`src/core/bldc_defines.svh`:
```
// Register offsets, field positions, reset values and timing figures of the commutation block
`ifndef BLDC_DEFINES_SVH
`define BLDC_DEFINES_SVH

// ----------------------------------------------------------------------
// Register map
// ----------------------------------------------------------------------
`define CTRL_OFFSET 8'h00
`define STATUS_OFFSET 8'h04

// ----------------------------------------------------------------------
// Control register fields
// ----------------------------------------------------------------------
`define CTRL_BRAKE_BIT 0
`define CTRL_DIRECTION_POLARITY_BIT_BIT 1
`define CTRL_BASIC_BIT 2
`define CTRL_SYNCRECT_BIT 3
`define CTRL_MODE_LSB 4
`define CTRL_MODE_MSB 5
`define CTRL_ENABLE_POLARITY_BIT_BIT 6
`define CTRL_RESET 32'h0000_0004
`define CTRL_WMASK 32'h0000_003F

// ----------------------------------------------------------------------
// Status register fields
// ----------------------------------------------------------------------
`define STAT_HALL_LSB 0
`define STAT_HALL_MSB 2
`define STAT_DIR_BIT 3
`define STAT_ENABLE_BIT 4
`define STAT_STANDBY_BIT 5
`define STAT_BRAKE_BIT 6
`define STAT_ILLEGAL_BIT 7
`define STAT_STATE_LSB 8
`define STAT_STATE_MSB 9

// ----------------------------------------------------------------------
// Read answers and timing
// ----------------------------------------------------------------------
`define READ_ALL_ONES 32'hFFFF_FFFF
`define READ_ZERO 32'h0000_0000
`define CLK_MHZ 20
`define TICK_DIV 2
`define RESET_DEGLITCH_NS 10000
`define HALL_LOCKOUT_NS 20000
`define STANDBY_IDLE_MS 1000

`endif

```
`src/core/bldc_pkg.sv`:
```
// Types shared by the commutation block
`default_nettype none
package bldc_pkg;
	// Phase selector for the decoded drive pattern
	typedef enum logic [1:0] {
		PH_U = 2'b00,
		PH_V = 2'b01,
		PH_W = 2'b10,
		PH_NONE = 2'b11
	} phase_e;

	// Motor operating state
	typedef enum logic [1:0] {
		ST_RUN = 2'b00,
		ST_STOP = 2'b01,
		ST_STANDBY = 2'b10
	} run_e;

	// Commutation mode selection
	typedef enum logic [1:0] {
		MODE_THREE_HALL = 2'b00,
		MODE_SINGLE_HALL = 2'b01,
		MODE_SINE = 2'b10
	} mode_e;
endpackage
`default_nettype wire

```
`src/core/bldc_enable_commutation.sv`:
```
// Enable, reset, standby and three-Hall commutation logic with an APB register slave
//
// Local design decisions: register access over APB and the placing of the registers.
`default_nettype none
`include "bldc_defines.svh"

module bldc_enable_commutation #(
	parameter int STANDBY_TICKS = `STANDBY_IDLE_MS * 1000 * (`CLK_MHZ / `TICK_DIV),
	parameter int ADDR_W = 8
) (
	input wire logic sys_clk,
	input wire logic rst_n,
	input wire logic psel,
	input wire logic penable,
	input wire logic pwrite,
	input wire logic [ADDR_W-1:0] paddr,
	input wire logic [31:0] pwdata,
	output logic [31:0] prdata,
	output logic pready,
	output logic pslverr,
	input wire logic enable_pin,
	input wire logic reset_pin,
	input wire logic dir_pin,
	input wire logic hall_u_in,
	input wire logic hall_v_in,
	input wire logic hall_w_in,
	input wire logic speed_feedback_in,
	input wire logic motor_supply_low,
	input wire logic pwm_in,
	input wire logic otp_enable_polarity,
	output logic phase_u_high_gate,
	output logic phase_u_low_gate,
	output logic phase_v_high_gate,
	output logic phase_v_low_gate,
	output logic phase_w_high_gate,
	output logic phase_w_low_gate,
	output logic speed_loop_reset,
	output logic gate_regulator_en,
	output logic charge_pump_en,
	output logic sensor_regulator_en,
	output logic sensor_power_switch_en,
	output logic standby
);
	import bldc_pkg::*;

	// ------------------------------------------------------------------
	// Timing counts, in half-rate ticks
	// ------------------------------------------------------------------
	localparam int TICK_MHZ = `CLK_MHZ / `TICK_DIV;
	localparam int DEGLITCH_TICKS = (`RESET_DEGLITCH_NS * TICK_MHZ + 999) / 1000;
	localparam int LOCKOUT_TICKS = (`HALL_LOCKOUT_NS * TICK_MHZ + 999) / 1000;
	localparam int N_PINS = 10;
	localparam int P_EN = 0;
	localparam int P_RST = 1;
	localparam int P_DIR = 2;
	localparam int P_HU = 3;
	localparam int P_HV = 4;
	localparam int P_HW = 5;
	localparam int P_FG = 6;
	localparam int P_VM = 7;
	localparam int P_PWM = 8;
	localparam int P_OTP = 9;

	// Refuse settings the counters cannot hold
	if (STANDBY_TICKS < 2 || STANDBY_TICKS >= 2 ** 24) begin : g_chk_standby
		$error("STANDBY_TICKS out of range");
	end
	if (LOCKOUT_TICKS >= 2 ** 8 || DEGLITCH_TICKS >= 2 ** 8) begin : g_chk_short
		$error("deglitch count too large");
	end
	if (ADDR_W < 3) begin : g_chk_addr
		$error("ADDR_W too small");
	end

	// ------------------------------------------------------------------
	// Reset release and pin synchronisers
	// ------------------------------------------------------------------
	logic [1:0] rst_pipe_reg;
	logic rst_sync_n;
	logic [N_PINS-1:0] pin_raw;
	logic [N_PINS-1:0] sync1_reg;
	logic [N_PINS-1:0] sync2_reg;

	// Two-flop release of the asynchronous reset
	always_ff @(posedge sys_clk or negedge rst_n) begin
		if (!rst_n) begin
			rst_pipe_reg <= 2'b00;
		end else begin
			rst_pipe_reg <= {rst_pipe_reg[0], 1'b1};
		end
	end
	assign rst_sync_n = rst_pipe_reg[1];

	// Hall comparator outputs are already high when positive exceeds negative
	assign pin_raw = {otp_enable_polarity, pwm_in, motor_supply_low, speed_feedback_in,
		hall_w_in, hall_v_in, hall_u_in, dir_pin, reset_pin, enable_pin};

	// Every pin passes two flops before use
	genvar gi;
	generate
		for (gi = 0; gi < N_PINS; gi++) begin : g_sync
			always_ff @(posedge sys_clk or negedge rst_sync_n) begin
				if (!rst_sync_n) begin
					sync1_reg[gi] <= 1'(gi == P_FG); // Feedback idles high
					sync2_reg[gi] <= 1'(gi == P_FG);
				end else begin
					sync1_reg[gi] <= pin_raw[gi];
					sync2_reg[gi] <= sync1_reg[gi];
				end
			end
		end
	endgenerate

	// ------------------------------------------------------------------
	// Half-rate tick, reset pin deglitch, polarity capture
	// ------------------------------------------------------------------
	logic tick_reg;
	logic [7:0] rdg_cnt_reg;
	logic rst_pin_reg;
	logic [1:0] cap_cnt_reg;
	logic enable_polarity_bit_reg;
	logic cap_done;
	logic en_active;
	logic logic_clr;
	logic rdg_differs;
	logic rdg_expire;

	// Divide the clock by two for the deglitch, lockout and standby timing
	always_ff @(posedge sys_clk or negedge rst_sync_n) begin
		if (!rst_sync_n) begin
			tick_reg <= 1'b0;
		end else begin
			tick_reg <= ~tick_reg;
		end
	end

	assign rdg_differs = sync2_reg[P_RST] != rst_pin_reg;
	assign rdg_expire = rdg_differs && tick_reg && (rdg_cnt_reg == 8'(DEGLITCH_TICKS - 1));

	// Level on the reset pin must hold before it is believed, both ways
	always_ff @(posedge sys_clk or negedge rst_sync_n) begin
		if (!rst_sync_n) begin
			rdg_cnt_reg <= 8'h00;
			rst_pin_reg <= 1'b0;
		end else if (!rdg_differs || rdg_expire) begin
			rdg_cnt_reg <= 8'h00;
			rst_pin_reg <= rdg_differs ? sync2_reg[P_RST] : rst_pin_reg;
		end else if (tick_reg) begin
			rdg_cnt_reg <= rdg_cnt_reg + 8'h01;
		end
	end

	// Polarity is caught once after release, never from the bus
	always_ff @(posedge sys_clk or negedge rst_sync_n) begin
		if (!rst_sync_n) begin
			cap_cnt_reg <= 2'b00;
			enable_polarity_bit_reg <= 1'b0;
		end else if (!cap_done) begin
			cap_cnt_reg <= cap_cnt_reg + 2'b01;
			enable_polarity_bit_reg <= sync2_reg[P_OTP];
		end
	end
	assign cap_done = cap_cnt_reg == 2'b11;

	// Enable level after polarity, and the internal reset sources
	assign en_active = cap_done && (sync2_reg[P_EN] ^ enable_polarity_bit_reg);
	assign logic_clr = (rst_pin_reg && en_active) || sync2_reg[P_VM];

	// ------------------------------------------------------------------
	// Control register and APB slave
	// ------------------------------------------------------------------
	logic [31:0] ctrl_reg;
	logic [31:0] prdata_reg;
	logic pready_reg;
	logic pslverr_reg;
	logic [31:0] status_word;
	logic [31:0] read_word;
	logic acc_phase;
	logic wr_take;
	logic sel_ctrl;
	logic sel_status;
	logic mapped;
	logic regs_blank;

	assign acc_phase = psel && penable;
	assign wr_take = acc_phase && pready_reg && pwrite && sel_ctrl;
	assign sel_ctrl = paddr == ADDR_W'(`CTRL_OFFSET);
	assign sel_status = paddr == ADDR_W'(`STATUS_OFFSET);
	assign mapped = sel_ctrl || sel_status;
	assign regs_blank = rst_pin_reg && !en_active;

	// Read selection; the polarity bit reads back but is never written
	assign read_word = regs_blank ? `READ_ALL_ONES :
		sel_ctrl ? (ctrl_reg | (32'(enable_polarity_bit_reg) << `CTRL_ENABLE_POLARITY_BIT_BIT)) :
		sel_status ? status_word : `READ_ZERO;

	// Writable fields only; internal reset restores defaults
	always_ff @(posedge sys_clk or negedge rst_sync_n) begin
		if (!rst_sync_n) begin
			ctrl_reg <= `CTRL_RESET;
		end else if (logic_clr) begin
			ctrl_reg <= `CTRL_RESET;
		end else if (wr_take) begin
			ctrl_reg <= pwdata & `CTRL_WMASK;
		end
	end

	// One wait cycle: answer on the second access-phase cycle
	always_ff @(posedge sys_clk or negedge rst_sync_n) begin
		if (!rst_sync_n) begin
			pready_reg <= 1'b0;
			prdata_reg <= `READ_ZERO;
			pslverr_reg <= 1'b0;
		end else begin
			pready_reg <= acc_phase && !pready_reg;
			pslverr_reg <= acc_phase && !pready_reg && !mapped && !regs_blank;
			prdata_reg <= (acc_phase && !pready_reg && !pwrite) ? read_word : `READ_ZERO;
		end
	end

	// ------------------------------------------------------------------
	// Hall acceptance with lockout
	// ------------------------------------------------------------------
	logic [2:0] hall_sync;
	logic [2:0] hall_reg;
	logic [7:0] lock_cnt_reg;
	logic hall_take;

	assign hall_sync = {sync2_reg[P_HU], sync2_reg[P_HV], sync2_reg[P_HW]};
	assign hall_take = (hall_sync != hall_reg) && (lock_cnt_reg == 8'h00);

	// Take a new Hall pattern, then ignore changes for the lockout time
	always_ff @(posedge sys_clk or negedge rst_sync_n) begin
		if (!rst_sync_n) begin
			hall_reg <= 3'b000;
			lock_cnt_reg <= 8'h00;
		end else if (logic_clr) begin
			hall_reg <= 3'b000;
			lock_cnt_reg <= 8'h00;
		end else if (hall_take) begin
			hall_reg <= hall_sync;
			lock_cnt_reg <= 8'(LOCKOUT_TICKS);
		end else if (tick_reg && lock_cnt_reg != 8'h00) begin
			lock_cnt_reg <= lock_cnt_reg - 8'h01;
		end
	end

	// ------------------------------------------------------------------
	// Commutation decode
	// ------------------------------------------------------------------
	// Returns {pwm phase, low phase}; PH_NONE in both for illegal patterns
	function automatic logic [3:0] commutate(input logic [2:0] hall, input logic dir);
		logic [2:0] pat;
		pat = dir ? hall : ~hall;
		unique case (pat)
			3'b001: commutate = {PH_V, PH_W};
			3'b011: commutate = {PH_U, PH_W};
			3'b010: commutate = {PH_U, PH_V};
			3'b110: commutate = {PH_W, PH_V};
			3'b100: commutate = {PH_W, PH_U};
			3'b101: commutate = {PH_V, PH_U};
			3'b000, 3'b111: commutate = {PH_NONE, PH_NONE};
		endcase
	endfunction

	logic eff_dir;
	logic basic_mode;
	mode_e mode_sel;
	logic [3:0] drive_sel;
	phase_e pwm_phase;
	phase_e low_phase;
	logic hall_illegal;
	logic [2:0] run_high;
	logic [2:0] run_low;

	assign eff_dir = sync2_reg[P_DIR] ^ ctrl_reg[`CTRL_DIRECTION_POLARITY_BIT_BIT];
	assign basic_mode = ctrl_reg[`CTRL_BASIC_BIT];
	assign mode_sel = mode_e'(ctrl_reg[`CTRL_MODE_MSB:`CTRL_MODE_LSB]);
	// Every mode uses three-Hall drive, basic or not; the select term is always true
	assign drive_sel = (basic_mode || mode_sel == MODE_THREE_HALL || !basic_mode) ?
		commutate(hall_reg, eff_dir) : {PH_NONE, PH_NONE};
	assign pwm_phase = phase_e'(drive_sel[3:2]);
	assign low_phase = phase_e'(drive_sel[1:0]);
	assign hall_illegal = pwm_phase == PH_NONE;

	// Per-phase gate levels while running
	generate
		for (gi = 0; gi < 3; gi++) begin : g_phase
			assign run_high[gi] = (pwm_phase == phase_e'(gi)) && sync2_reg[P_PWM];
			assign run_low[gi] = (low_phase == phase_e'(gi)) ||
				((pwm_phase == phase_e'(gi)) && ctrl_reg[`CTRL_SYNCRECT_BIT] &&
				!sync2_reg[P_PWM]);
		end
	endgenerate

	// ------------------------------------------------------------------
	// Run, stop and standby sequencing
	// ------------------------------------------------------------------
	run_e state_reg;
	run_e state_next;
	logic [23:0] idle_cnt_reg;
	logic fg_prev_reg;
	logic fg_edge;
	logic idle_done;

	assign fg_edge = sync2_reg[P_FG] != fg_prev_reg;
	assign idle_done = tick_reg && !fg_edge && (idle_cnt_reg == 24'(STANDBY_TICKS - 1));

	// Next state from enable and feedback quiet time
	always_comb begin
		state_next = state_reg;
		unique case (state_reg)
			ST_RUN: state_next = en_active ? ST_RUN : ST_STOP;
			ST_STOP: state_next = en_active ? ST_RUN : (idle_done ? ST_STANDBY : ST_STOP);
			ST_STANDBY: state_next = en_active ? ST_RUN : ST_STANDBY;
			default: state_next = ST_STANDBY;
		endcase
	end

	// State and quiet-time counter; any feedback edge restarts the wait
	always_ff @(posedge sys_clk or negedge rst_sync_n) begin
		if (!rst_sync_n) begin
			state_reg <= ST_STANDBY;
			idle_cnt_reg <= 24'h00_0000;
			fg_prev_reg <= 1'b1; // Match pull-up level, no false edge
		end else begin
			fg_prev_reg <= sync2_reg[P_FG];
			state_reg <= logic_clr ? ST_STANDBY : state_next;
			if (logic_clr || state_reg != ST_STOP || fg_edge) begin
				idle_cnt_reg <= 24'h00_0000;
			end else if (tick_reg && !idle_done) begin
				idle_cnt_reg <= idle_cnt_reg + 24'h00_0001;
			end
		end
	end

	assign status_word = (32'(hall_reg) << `STAT_HALL_LSB) |
		(32'(eff_dir) << `STAT_DIR_BIT) | (32'(en_active) << `STAT_ENABLE_BIT) |
		(32'(state_reg == ST_STANDBY) << `STAT_STANDBY_BIT) |
		(32'(state_reg == ST_STOP && ctrl_reg[`CTRL_BRAKE_BIT]) << `STAT_BRAKE_BIT) |
		(32'(hall_illegal) << `STAT_ILLEGAL_BIT) | (32'(state_reg) << `STAT_STATE_LSB);

	// ------------------------------------------------------------------
	// Registered outputs
	// ------------------------------------------------------------------
	logic [2:0] high_reg;
	logic [2:0] low_reg;
	logic power_reg;
	logic loop_rst_reg;
	logic standby_reg;
	logic running;
	logic braking;

	assign running = state_reg == ST_RUN;
	assign braking = state_reg == ST_STOP && ctrl_reg[`CTRL_BRAKE_BIT];

	// Gates: decoded in run, all lows in brake, all off in coast and standby
	always_ff @(posedge sys_clk or negedge rst_sync_n) begin
		if (!rst_sync_n) begin
			high_reg <= 3'b000;
			low_reg <= 3'b000;
			power_reg <= 1'b0;
			loop_rst_reg <= 1'b1;
			standby_reg <= 1'b1;
		end else begin
			high_reg <= running ? run_high : 3'b000;
			low_reg <= running ? run_low : (braking ? 3'b111 : 3'b000);
			power_reg <= state_reg != ST_STANDBY;
			loop_rst_reg <= !running;
			standby_reg <= state_reg == ST_STANDBY;
		end
	end

	assign phase_u_high_gate = high_reg[PH_U];
	assign phase_v_high_gate = high_reg[PH_V];
	assign phase_w_high_gate = high_reg[PH_W];
	assign phase_u_low_gate = low_reg[PH_U];
	assign phase_v_low_gate = low_reg[PH_V];
	assign phase_w_low_gate = low_reg[PH_W];
	assign gate_regulator_en = power_reg;
	assign charge_pump_en = power_reg;
	assign sensor_regulator_en = power_reg;
	assign sensor_power_switch_en = power_reg;
	assign speed_loop_reset = loop_rst_reg;
	assign standby = standby_reg;
	assign prdata = prdata_reg;
	assign pready = pready_reg;
	assign pslverr = pslverr_reg;
endmodule
`default_nettype wire

```
`config.mk`:
```
export PLATFORM = sky130hd
export DESIGN_NAME = bldc_enable_commutation
export DESIGN_NICKNAME = d
export VERILOG_FILES = /design/src/core/bldc_pkg.sv /design/src/core/bldc_enable_commutation.sv
export VERILOG_INCLUDE_DIRS = /design/src /design/src/core
export SDC_FILE = /design/constraint.sdc
export NUM_CORES = 1
export LEC_CHECK = 0
export BUFFER_PORTS_ARGS = -buffer_cell sky130_fd_sc_hd__buf_2
export CORE_ASPECT_RATIO = 0.9
export CORE_MARGIN = 2
export CORE_UTILIZATION = 50
export CTS_BUF_LIST = sky130_fd_sc_hd__clkbuf_2
export DETAILED_ROUTE_END_ITERATION = 16
export HOLD_SLACK_MARGIN = 0.1
export PLACE_DENSITY = 0.74
export SETUP_SLACK_MARGIN = 0.2
export SLEW_MARGIN = 20
export SYNTH_ARGS = -nofsm -noshare
export SYNTH_HDL_FRONTEND = slang
export SYNTH_SLANG_ARGS = --single-unit
export TNS_END_PERCENT = 50
```
`constraint.sdc`:
```
create_clock -name sys_clk -period 7.95 [get_ports sys_clk]
set_clock_uncertainty 0.2 [all_clocks]
set_input_delay 0.795 -clock sys_clk [delete_from_list [all_inputs] [get_ports sys_clk]]
set_output_delay 0.795 -clock sys_clk [all_outputs]
set_load 0.05 [all_outputs]
```
==> results_dict.tcl <==
set metrics [dict create \
    status "completed" \
    ys_warn_count 0 \
    ys_seq_area_share_pct 54.62 \
    synthFlopType "dfrtp_1" \
    fin_crit_sh_pct 35.76 \
    power-per-cell-area_nw_per_um2 194.8 \
    cts_root_buffer "clkbuf_2" \
    cp.required_ns 8.29 \
    worst_ep_arrival_time_ns 3.18 \
    grt_use_total_pct 18.43 \
    setup_viol 0 \
    post_route_cells_drive_above_1_share_pct 23.03 \
    fin_crit_ns 2.843 \
    hpwl_mm 6.168 \
    yosys-mux-area-fraction_pct 2.991 \
    crit_family "simple AND/OR/NAND/NOR gates" \
    ir_drop_v 0.0001151 \
    nNetsFinal 562 \
    yosys.area_share.adder_pct 1.078 \
    grt_setup_unrepaired "no" \
    cpPeakStageDelay_ns 0.61 \
    worstPathMaxFanout 33 \
    first_pass_iters 5 \
    largest_reg_flops 24 \
    drt_iter0_drc 146 \
    hold_viol 0 \
    grt_overflow 0 \
    worstMarginPinSlew_ns 1.027 \
    routed_wl_mm 8.947 \
    post_drt_wl_per_cell_um 14.20 \
    grt_pass1_vias 3250 \
    slew_violations 0 \
    syn_avg_cell_area_um2 10.39 \
    syn2layout_area_growth_pct 11.59 \
    num_rows 33 \
    hold_slack_ns 0.1748 \
    synthDistinctLibCells 51 \
    synth_top_area_cell "dfrtp_1" \
    yosys.area_share.simple_pct 19.24 \
    start_util_pct 51.12 \
    critPathLaunchType "flip-flop" \
    dieArea_um2 10070 \
    ys_ff_latch 101 \
    slowest_stage "o21ai_4" \
    portBuffers 74 \
    yosys.area_share.xor_xnor_pct 4.527 \
    cts_htree_levels 3 \
    die_h_um 95.42 \
    final_antenna_net_count 0 \
    cp_cell_sequence "or4b_1, or4_4, o21ai_4, o21ai_0, a21oi_1" \
    leakage_nw 2.346 \
    path_buf_inv 0 \
    cts.sinks 101 \
    maxSlewHeadroom_pct 30.99 \
    diodes 0 \
    syn-num-nets 506 \
    pin_count 101 \
    syn-instance-count 447 \
    grt_max_degree 89 \
    viasPerCell 5.486 \
    cts_buffer_depth 2 \
    gp_congestion 0.8788 \
    final_util_pct 57.04 \
    crit_type "flip-flop to flip-flop" \
    final_cell_mix "93 x dfrtp_1, 74 x buf_2, 40 x nor2_1, 38 x nand2_1, 32 x a21oi_1" \
    setup_tns_ns 0 \
    maxCapViolations 0 \
    cp-end-kind "flip-flop" \
    drc 0 \
    final_common_cell "dfrtp_1" \
    async_flop_share_pct 100.0 \
    synth_top_family_by_area "simple AND/OR/NAND/NOR gates" \
    synth_top_area_share_pct 50.66 \
    clk_pin_slew_ns 0.29 \
    power.total_mw 1.009 \
    worstHoldPathType "flip-flop to flip-flop" \
    clk_latency_ns 0.58 \
    die_w_um 105.6 \
    via_count 3456 \
    grt_first_pass_wirelength_mm 14.92 \
    antenna_found_initial 0 \
    cts_tree "done" \
    synth_compound_area_share_pct 10.51 \
    clock.fmax_ghz 0.3518 \
    coreArea_um2 9084 \
    cts_buffers 9 \
    syn_area_um2 4643 \
    synth_edf_count 0 \
    synth_area_leaders "dfrtp_1 51%, dfstp_2 4.0%, buf_4 3.9%" \
]
routing by layer:
layer  track usage [%]  wire (um)  up-vias
met2             30.97       4324      119
met5                 0          0        -
met4             6.469        124        0
li1                  -          -     1656
met3             3.281        492       11
met1             24.39       4006     1670
layout make-up:
type / count / area [um^2]
clock buffers: 9 / 45.04
fillers: 775 / 3902
flip-flops and latches: 101 / 2540
clock inverters: 7 / 92.59
multi-input cells: 291 / 1790
inverters: 11 / 41.29
repair buffers: 89 / 519.2
well taps: 122 / 152.6
metrics by stage:
| stage | setup WS (ns) | instance area (um^2) | std cells |
|---|---|---|---|
| 2_1_floorplan | 4.740 | 4643 | 447 |
| 3_3_place_gp | 4.579 | 4910 | 601 |
| 3_5_place_dp | 4.633 | 4910 | 601 |
| 4_1_cts | 5.133 | 5177 | 630 |
| 5_1_grt | 4.950 | 5181 | 630 |
| 6_report | 5.107 | 5181 | 630 |
cells in the mapped netlist (6+ instances only):
library cell   n
or4_1         13
o21ai_0       15
inv_1         11
nand2_1       38
nand3_1       19
and3_1         6
clkbuf_1      14
nand4_1        8
nor2_1        40
xor2_1        13
a21oi_1       32
or3_1          8
dfstp_2        7
dfrtp_1       94
mux2i_1        6
nor3_1         6
mux2_2         7
xnor2_1       11
o211ai_1       9
buf_4         24
path summary, 6_finish.rpt:
kind                                  start          endpoint  slack [ns]  cells after the start
max reg2reg                idle_cnt_reg[18]  idle_cnt_reg[18]        5.11                      5
max                        idle_cnt_reg[18]  idle_cnt_reg[18]        5.11                      5
max in group asynchronous   rst_pipe_reg[1]      sync1_reg[1]        6.65                      1
min                            sync1_reg[6]      sync2_reg[6]        0.17                      0
min in group asynchronous             rst_n   rst_pipe_reg[1]        0.28                      2
min reg2reg                    sync1_reg[6]      sync2_reg[6]        0.17                      0
kinds of logic after synthesis:
kind of cell	count (synthesis)
and+or+nand+nor	171
DFF	101
AOI/OAI and AO/OA	78
buffers and inverters	55
xor gates and xnor gates	24
muxes	13
adders and majority gates	4
other	1
power by group:
part,internal [mW],switching (mW),leakage [nW]
logic,0.0620,0.0964,0.952
registers,0.546,0.0385,1.31
clock network,0.0817,0.184,0.0818
what timing repair did:
action / 4_1_cts / 5_1_grt
hold buffers: 13 / 0
endpoints found under the hold margin: 22 / 0
setup buffers: 0 / 0
gates resized for setup: 0 / 0
(Power assumes the default switching activity.)
